[config.mk]
export PLATFORM = sky130hd
export DESIGN_NAME = gpib_aux_command_decoder
export DESIGN_NICKNAME = d
export VERILOG_FILES = /design/src/aux_cmd_pkg.sv /design/src/gpib_aux_command_decoder.sv /design/src/hidden_reg_bank.sv
export SDC_FILE = /design/constraint.sdc
export NUM_CORES = 1
export LEC_CHECK = 0
export BUFFER_PORTS_ARGS = -buffer_cell sky130_fd_sc_hd__buf_2
export CORE_ASPECT_RATIO = 1.5
export CORE_UTILIZATION = 41
export CTS_BUF_LIST = sky130_fd_sc_hd__clkbuf_8 sky130_fd_sc_hd__clkbuf_16
export DETAILED_ROUTE_END_ITERATION = 7
export PLACE_DENSITY = 0.59
export SETUP_SLACK_MARGIN = 0.5
export SLEW_MARGIN = 20
export SYNTH_ARGS = -nofsm -noshare
export SYNTH_HDL_FRONTEND = slang
export SYNTH_HIERARCHICAL = 1
export SYNTH_SLANG_ARGS = --single-unit
[constraint.sdc]
create_clock -name i_clock -period 1.5 [get_ports i_clock]
set_input_delay 0.3 -clock i_clock [delete_from_list [all_inputs] [get_ports i_clock]]
set_output_delay 0.3 -clock i_clock [all_outputs]
set_load 0.1 [all_outputs]
[src/aux_cmd_pkg.sv]
// Package for the auxiliary command decoder: command codes, control codes,
// field positions and reset values.
// Assumes a single device clock domain; no other file state is shared.
package aux_cmd_pkg;

  // Field positions inside the command byte
  localparam int CTRL_MSB = 7;
  localparam int CTRL_LSB = 5;
  localparam int CMD_MSB = 4;
  localparam int CMD_LSB = 0;

  // Control codes
  localparam logic [2:0] CTRL_SPECIAL = 3'h0;

  // Hidden register slots, indexed by control code
  localparam int HIDDEN_SLOTS = 8;

  // Special function command codes
  localparam logic [4:0] CMD_PON = 5'h00;
  localparam logic [4:0] CMD_CLR_PP = 5'h01;
  localparam logic [4:0] CMD_CHIP_RESET = 5'h02;
  localparam logic [4:0] CMD_FINISH_HS = 5'h03;
  localparam logic [4:0] CMD_TRIGGER = 5'h04;
  localparam logic [4:0] CMD_RTL = 5'h05;
  localparam logic [4:0] CMD_SEND_EOI = 5'h06;
  localparam logic [4:0] CMD_INVALID_SEC = 5'h07;
  localparam logic [4:0] CMD_SET_PP = 5'h09;
  localparam logic [4:0] CMD_VALID_SEC = 5'h0F;
  localparam logic [4:0] CMD_STANDBY = 5'h10;
  localparam logic [4:0] CMD_TCA = 5'h11;
  localparam logic [4:0] CMD_TCS = 5'h12;
  localparam logic [4:0] CMD_LISTEN = 5'h13;
  localparam logic [4:0] CMD_TCS_END = 5'h1A;
  localparam logic [4:0] CMD_LISTEN_CONT = 5'h1B;
  localparam logic [4:0] CMD_LOCAL_UNL = 5'h1C;

  // Reset values
  localparam logic [4:0] HIDDEN_RESET = 5'h00;
  localparam logic [3:0] COUNTER_RESET = 4'h8;
  localparam logic [7:0] SPOLL_RESET = 8'h00;

endpackage : aux_cmd_pkg

[src/gpib_aux_command_decoder.sv]
// Auxiliary command decoder of the talker/listener/controller.
// Assumes the register port strobe i_write is a one-cycle pulse on i_clock;
// i_ext_reset comes from a pin and is synchronised here.
`timescale 1ns/1ns
`default_nettype none

// Overview of operation
// - Control code zero: low five bits select and run a special function.
// - Nonzero control code loads command bits into the selected hidden reg.
// - Command identified by full byte; control bits zero, byte equals code.
// - 03 finish handshake, 04 trigger, 05 return to local, 06 send EOI.
// - 07 invalid secondary, 0F valid secondary command or address.
// - 01 clears parallel poll flag, 09 sets it.
// - 11 take control async pulse, 12 sync, 1A sync on end.
// - 10 standby, 13 listen, 1B continuous listen, 1C local unlisten.
// - Command 00 raises local power-on, holding interface functions idle.
// - Command 00 while power-on active drops power-on, releasing idle hold.
// - Command 02 resets like the external pulse, setting power-on.
// - Chip reset clears system controller, serial poll register, EOI bit.
// - Chip reset clears hidden registers A, B and E.
// - Chip reset clears parallel poll flag and request system control.
// - Chip reset loads internal counter with eight.
// - Chip reset clears both pin role select bits.
// - Control code is bits seven to five and selects hidden register.
// - Valid secondary releases held data-accepted, acts as own secondary.
module gpib_aux_command_decoder (
  input wire logic i_clock,
  input wire logic i_arst_n,
  input wire logic i_write,
  input wire logic [7:0] i_write_data,
  input wire logic i_ext_reset,
  input wire logic [2:0] i_hidden_sel,
  input wire logic i_sys_ctrl_set,
  input wire logic i_spoll_write,
  input wire logic [7:0] i_spoll_data,
  input wire logic i_rsc_set,
  input wire logic i_pin_role_write,
  input wire logic [1:0] i_pin_role_data,
  output logic o_power_on,
  output logic o_finish_handshake,
  output logic o_trigger,
  output logic o_return_to_local,
  output logic o_send_eoi,
  output logic o_invalid_secondary,
  output logic o_valid_secondary,
  output logic o_dac_release,
  output logic o_parallel_poll_flag,
  output logic o_take_control_async,
  output logic o_take_control_sync,
  output logic o_take_control_sync_end,
  output logic o_go_to_standby,
  output logic o_listen,
  output logic o_listen_continuous,
  output logic o_local_unlisten,
  output logic o_system_controller,
  output logic [7:0] o_serial_poll_response_register,
  output logic o_eoi_bit,
  output logic o_request_system_control,
  output logic [3:0] o_internal_counter_register,
  output logic o_pin_role_select_0,
  output logic o_pin_role_select_1,
  output logic [4:0] o_hidden_data
);

  typedef enum logic [1:0] {
    PON_RUN = 2'h0,
    PON_HELD = 2'h1
  } pon_state_t;

  pon_state_t pon_state;
  pon_state_t next_pon_state;
  logic ext_meta;
  logic ext_sync;
  logic ext_prev;
  logic ext_pulse;
  logic [2:0] ctrl_code;
  logic [4:0] cmd_code;
  logic special;
  logic chip_reset;
  logic hidden_clear;

  assign ctrl_code = i_write_data[aux_cmd_pkg::CTRL_MSB:aux_cmd_pkg::CTRL_LSB];
  assign cmd_code = i_write_data[aux_cmd_pkg::CMD_MSB:aux_cmd_pkg::CMD_LSB];
  // Special function only on an all-zero control code
  assign special = i_write && (ctrl_code == aux_cmd_pkg::CTRL_SPECIAL);
  // External pulse and command 02 share one reset path
  assign chip_reset = special && (cmd_code == aux_cmd_pkg::CMD_CHIP_RESET);
  assign ext_pulse = ext_sync && !ext_prev;
  assign hidden_clear = chip_reset || ext_pulse;

  // Pin synchroniser; the second stage and its delayed copy are looked at
  always_ff @(posedge i_clock or negedge i_arst_n) begin
    if (!i_arst_n) begin
      ext_meta <= 1'b0;
      ext_sync <= 1'b0;
      ext_prev <= 1'b0;
    end else begin
      ext_meta <= i_ext_reset;
      ext_sync <= ext_meta;
      ext_prev <= ext_sync;
    end
  end

  // Power-on hold: 00 toggles it, reset sets it
  always_comb begin
    next_pon_state = pon_state;
    if (ext_pulse || chip_reset) begin
      next_pon_state = PON_HELD;
    end else if (special && cmd_code == aux_cmd_pkg::CMD_PON) begin
      next_pon_state = (pon_state == PON_HELD) ? PON_RUN : PON_HELD;
    end
  end

  // A reset pin holds power-on from the start
  always_ff @(posedge i_clock or negedge i_arst_n) begin
    if (!i_arst_n) begin
      pon_state <= PON_HELD;
      o_power_on <= 1'b1;
    end else begin
      pon_state <= next_pon_state;
      o_power_on <= (next_pon_state == PON_HELD);
    end
  end

  // One-cycle command pulses; unlisted codes hit no case
  always_ff @(posedge i_clock or negedge i_arst_n) begin
    if (!i_arst_n) begin
      o_finish_handshake <= 1'b0;
      o_trigger <= 1'b0;
      o_return_to_local <= 1'b0;
      o_send_eoi <= 1'b0;
      o_invalid_secondary <= 1'b0;
      o_valid_secondary <= 1'b0;
      o_dac_release <= 1'b0;
    end else begin
      o_finish_handshake <= special && cmd_code == aux_cmd_pkg::CMD_FINISH_HS;
      o_trigger <= special && cmd_code == aux_cmd_pkg::CMD_TRIGGER;
      o_return_to_local <= special && cmd_code == aux_cmd_pkg::CMD_RTL;
      o_send_eoi <= special && cmd_code == aux_cmd_pkg::CMD_SEND_EOI;
      o_invalid_secondary <= special &&
                             cmd_code == aux_cmd_pkg::CMD_INVALID_SEC;
      o_valid_secondary <= special && cmd_code == aux_cmd_pkg::CMD_VALID_SEC;
      // Either secondary verdict frees the held handshake
      o_dac_release <= special && (cmd_code == aux_cmd_pkg::CMD_VALID_SEC ||
                       cmd_code == aux_cmd_pkg::CMD_INVALID_SEC);
    end
  end

  // Controller and listener command pulses
  always_ff @(posedge i_clock or negedge i_arst_n) begin
    if (!i_arst_n) begin
      o_take_control_async <= 1'b0;
      o_take_control_sync <= 1'b0;
      o_take_control_sync_end <= 1'b0;
      o_go_to_standby <= 1'b0;
      o_listen <= 1'b0;
      o_listen_continuous <= 1'b0;
      o_local_unlisten <= 1'b0;
    end else begin
      o_take_control_async <= special && cmd_code == aux_cmd_pkg::CMD_TCA;
      o_take_control_sync <= special && cmd_code == aux_cmd_pkg::CMD_TCS;
      o_take_control_sync_end <= special &&
                                 cmd_code == aux_cmd_pkg::CMD_TCS_END;
      o_go_to_standby <= special && cmd_code == aux_cmd_pkg::CMD_STANDBY;
      o_listen <= special && cmd_code == aux_cmd_pkg::CMD_LISTEN;
      o_listen_continuous <= special &&
                             cmd_code == aux_cmd_pkg::CMD_LISTEN_CONT;
      o_local_unlisten <= special && cmd_code == aux_cmd_pkg::CMD_LOCAL_UNL;
    end
  end

  // Parallel poll flag follows bit three of its commands
  always_ff @(posedge i_clock or negedge i_arst_n) begin
    if (!i_arst_n) begin
      o_parallel_poll_flag <= 1'b0;
    end else if (hidden_clear) begin
      o_parallel_poll_flag <= 1'b0;
    end else if (special && cmd_code == aux_cmd_pkg::CMD_SET_PP) begin
      o_parallel_poll_flag <= 1'b1;
    end else if (special && cmd_code == aux_cmd_pkg::CMD_CLR_PP) begin
      o_parallel_poll_flag <= 1'b0;
    end
  end

  // Bits held elsewhere in the chip; reset clears them
  always_ff @(posedge i_clock or negedge i_arst_n) begin
    if (!i_arst_n) begin
      o_system_controller <= 1'b0;
      o_serial_poll_response_register <= aux_cmd_pkg::SPOLL_RESET;
      o_eoi_bit <= 1'b0;
      o_request_system_control <= 1'b0;
      o_pin_role_select_0 <= 1'b0;
      o_pin_role_select_1 <= 1'b0;
    end else if (hidden_clear) begin
      o_system_controller <= 1'b0;
      o_serial_poll_response_register <= aux_cmd_pkg::SPOLL_RESET;
      o_eoi_bit <= 1'b0;
      o_request_system_control <= 1'b0;
      o_pin_role_select_0 <= 1'b0;
      o_pin_role_select_1 <= 1'b0;
    end else begin
      if (i_sys_ctrl_set) begin
        o_system_controller <= 1'b1;
      end
      if (i_spoll_write) begin
        o_serial_poll_response_register <= i_spoll_data;
      end
      if (special && cmd_code == aux_cmd_pkg::CMD_SEND_EOI) begin
        o_eoi_bit <= 1'b1;
      end
      if (i_rsc_set) begin
        o_request_system_control <= 1'b1;
      end
      if (i_pin_role_write) begin
        o_pin_role_select_0 <= i_pin_role_data[0];
        o_pin_role_select_1 <= i_pin_role_data[1];
      end
    end
  end

  // Internal counter goes to eight on reset
  always_ff @(posedge i_clock or negedge i_arst_n) begin
    if (!i_arst_n) begin
      o_internal_counter_register <= aux_cmd_pkg::COUNTER_RESET;
    end else if (hidden_clear) begin
      o_internal_counter_register <= aux_cmd_pkg::COUNTER_RESET;
    end
  end

  // Every hidden slot, A, B and E among them, clears on reset
  hidden_reg_bank u_hidden (
    .i_clock(i_clock),
    .i_arst_n(i_arst_n),
    .i_clear(hidden_clear),
    .i_write(i_write && ctrl_code != aux_cmd_pkg::CTRL_SPECIAL),
    .i_write_sel(ctrl_code),
    .i_write_data(cmd_code),
    .i_read_sel(i_hidden_sel),
    .o_read_data(o_hidden_data)
  );
endmodule : gpib_aux_command_decoder
`default_nettype wire

[src/hidden_reg_bank.sv]
// Bank of five-bit hidden registers addressed by the control code.
// Assumes writes come from the decoder on the same clock; read data is
// registered, so a read shows the value one cycle after the address.
`timescale 1ns/1ns
`default_nettype none
module hidden_reg_bank (
  input wire logic i_clock,
  input wire logic i_arst_n,
  input wire logic i_clear,
  input wire logic i_write,
  input wire logic [2:0] i_write_sel,
  input wire logic [4:0] i_write_data,
  input wire logic [2:0] i_read_sel,
  output logic [4:0] o_read_data
);

  logic [4:0] slot [aux_cmd_pkg::HIDDEN_SLOTS];

  // One storage word per control code; clear wins over a write
  genvar g;
  generate
    for (g = 0; g < aux_cmd_pkg::HIDDEN_SLOTS; g++) begin : g_slot
      always_ff @(posedge i_clock or negedge i_arst_n) begin
        if (!i_arst_n) begin
          slot[g] <= aux_cmd_pkg::HIDDEN_RESET;
        end else if (i_clear) begin
          slot[g] <= aux_cmd_pkg::HIDDEN_RESET;
        end else if (i_write && i_write_sel == 3'(g)) begin
          slot[g] <= i_write_data;
        end
      end
    end
  endgenerate

  // Registered read port
  always_ff @(posedge i_clock or negedge i_arst_n) begin
    if (!i_arst_n) begin
      o_read_data <= aux_cmd_pkg::HIDDEN_RESET;
    end else begin
      o_read_data <= slot[i_read_sel];
    end
  end

endmodule : hidden_reg_bank
`default_nettype wire

==> flow_metrics.tcl <==
set metrics [dict create \
    path_clk_slew_ns 0.06 \
    routedWlPerCell_um 18.6 \
    dp_slack_ns -0.272 \
    synthAdderAreaFrac 0 \
    vias 2609 \
    synth_top_family_by_area "multiplexers" \
    crit_slowest_cell "or4b_4" \
    synth_edf_count 0 \
    fin_crit_ns 1.44 \
    synth-xor-area-share 0 \
    rrSetupSlack_ns 0.19 \
    hold_path.class "input port to register" \
    cp.arrival_ns 1.67 \
    grt_max_degree 33 \
    synth_flop_cell "dfrtp_1" \
    layout.nets 414 \
    avgSynthCellArea_um2 12.5 \
    cts_root_buf "clkbuf_16" \
    fin_crit_sh 0.960 \
    grt_first_pass_wirelength_um 14000 \
    final_util 0.634 \
    numCtsBuffers 9 \
    hold_ws_ns 0.0623 \
    synth_mux_area_frac 0.233 \
    path_buf_inv 4 \
    power_density_nw_per_um2 1090 \
    leakage_uw 0.00249 \
    regArea_um2 2020 \
    io_buffer_count 62 \
    design.die.area_um2 9050 \
    dpl.hpwl_um 5440 \
    cts_sinks 79 \
    htree_levels 3 \
    clk_path_buf_depth 2 \
    drive_gt1_frac 0.544 \
    endpoint "u_hidden/slot[9]$_DFFE_PN0P_" \
    gp_congestion 0.812 \
    crit_required_ns 1.73 \
    hold_viol 0 \
    die_w_um 78.0 \
    cts_tree "built" \
    cp.depth 7 \
    worstRegToRegCells 2 \
    p_total_uw 5790 \
    grt_pass1_vias 2647 \
    clock_skew_ns 0.00848 \
    viasPerCell 5.25 \
    yosysTopAreaCellShare 0.542 \
    syn_area_um2 3550 \
    drtIter0Drc 106 \
    grtUsageTotal 0.213 \
    cap_violations 0 \
    max_stage_delay_ns 0.59 \
    synth_compound_area_frac 0.0180 \
    r2r-start "u_hidden/slot[12]$_DFFE_PN0P_" \
    ys_seq_area_frac 0.557 \
    path_delay_family "simple AND/OR/NAND/NOR gates" \
    setup_viol 0 \
    cp_common_cell "buf_6" \
    dr.pass1.iters 4 \
    cp_cell_sequence "buf_8, or4b_4, o31ai_4, buf_6, buf_6, clkbuf_16, nor2_1" \
    ant_nets 0 \
    setup.worst_path.end_class "register" \
    die_h_um 116 \
    fillCellCount 656 \
    max_freq_mhz 694 \
    synth_top_cell_by_area "dfrtp_1" \
    rows 41 \
    rsz0062_at_grt "yes" \
    synth_seq_cells 79 \
    final.setup.worst_slack_ns 0.0595 \
    status "finished, final reports clean" \
    vdd_drop_max_v 0.000663 \
    multi_input_area_um2 1580 \
    io_pins 67 \
    startpoint "i_write_data[7]" \
    initial_core_util 0.422 \
    rr_endpoint "u_hidden/o_read_data[2]$_DFF_PN0_" \
    areaGrowthSynthToFinish_pct 50.1 \
    critical_path_class "input port to register" \
    clkLatencyLatePin_ns 0.34 \
    antenna_cells 0 \
    core_region_area_um2 8410 \
    wirelength_um 9250 \
    yosysUniqueCellTypes 37 \
    syn_inst 284 \
    postSynth.asyncResetShare 1.00 \
    yosysWarningCount 6 \
    synthSimpleGateAreaFrac 0.146 \
    maxSlewViolCount 0 \
    ys_top_cells_by_area "dfrtp_1 54%, mux2i_1 14%, mux4_1 7.4%" \
    path_max_fanout 6 \
    antenna_found_initial 0 \
    worstSetupStartpointType "input port" \
    remaining_drc_errors 0 \
    grt_overflow 0 \
]
==> per-stage QoR <==
step | cells | TNS [ns] | cell area (um2)
6_report | 497 | 0 | 5330
3_5_place_dp | 459 | -14.21 | 4190
3_3_place_gp | 459 | -13.11 | 4190
5_1_grt | 497 | 0 | 5330
2_1_floorplan | 286 | -7.55 | 3650
4_1_cts | 491 | 0 | 5130
==> power by group <==
group	leakage (uW)	total [uW]	internal, uW	switching (uW)
clock	0.000162	2340	1480	853
combinational	0.00132	1130	449	683
sequential	0.00101	2320	2240	76.0
total	0.00249	5790	4180	1610
==> worst min path at each step <==
stage,startpoint,to,cells past startpoint
CTS,i_ext_reset,ext_meta$_DFF_PN0_,1
floorplan,i_arst_n,ext_meta$_DFF_PN0_,0
detailed placement,i_arst_n,u_hidden/slot[28]$_DFFE_PN0P_,1
finish,i_ext_reset,ext_meta$_DFF_PN0_,1
global placement,i_arst_n,u_hidden/slot[28]$_DFFE_PN0P_,1
global route,i_ext_reset,ext_meta$_DFF_PN0_,1
==> sequential cells by signal (all words and copies together), names as in the netlist, 2 cells and up <==
signal                           cells
u_hidden/o_read_data                 5
pon_state                            2
u_hidden/slot                       40
o_serial_poll_response_register      8
==> final cells by class <==
cell class                      instances  area share
Tap cell                              107      0.0251
Clock buffer                           10      0.0448
Multi-Input combinational cell        179       0.295
Sequential cell                        79       0.380
Timing Repair Buffer                  115       0.240
Inverter                                1    0.000704
Clock inverter                          6      0.0148
==> layout by cell type (no fill, tap or decap), types with 3 or more instances in the layout <==
cell type / synthesis / final
clkbuf_16: 0 / 12
buf_8: 0 / 8
nand2_1: 4 / 4
mux2_4: 0 / 4
dfrtp_2: 0 / 33
dfrtp_1: 77 / 44
nor4b_4: 1 / 3
mux2i_1: 51 / 51
mux4_2: 0 / 10
buf_12: 0 / 18
buf_4: 5 / 32
conb_1: 2 / 4
nor2_2: 0 / 14
nand4b_1: 4 / 4
buf_2: 5 / 25
nor2_1: 67 / 49
buf_6: 3 / 26
nand2b_1: 4 / 4
nor2_4: 0 / 4
inv_1: 1 / 3
==> worst reg2reg max path: cells and delay by family, from the launching register on <==
kind          cells  cell delay [ns]
flip-flops        1             0.38
multiplexers      2             0.80
==> timing repair <==
action / CTS / global route
gates cloned: 3 / 3
pin swaps: 9 / 6
hold buffers: 1 / 0
setup buffers: 12 / 3
gates resized for setup: 122 / 31
endpoints found under the hold margin: 20 / 0
endpoints found under the setup margin: 105 / 107
==> synth_stat cells, drive strengths merged (2+ instances only) <==
master	count
dfrtp	77
nor2	67
mux2i	51
clkbuf	14
buf	13
mux4	10
mux2	5
nand2	4
nand2b	4
nand4b	4
nor4b	4
nor3	3
nor4bb	3
conb	2
dfstp	2
nand3	2
nor2b	2
nor4	2
or3	2
==> routing by layer <==
metal	vias to the layer above	global-route usage	part of all wire	routed length, um
li1	1184	-	-	-
met1	1344	0.243	0.39	3580
met2	62	0.391	0.57	5230
met3	19	0.0260	0.023	214
met4	0	0.110	0.024	225
met5	-	0	0	0
==> kinds of logic after synthesis <==
kind of cell           after synthesis
AO/OA/AOI/OAI                        7
multiplexers                        66
AND/OR/NAND/NOR                    102
other                                2
flip-flops                          79
buffers and inverters               28
(Power assumes the default switching activity.)
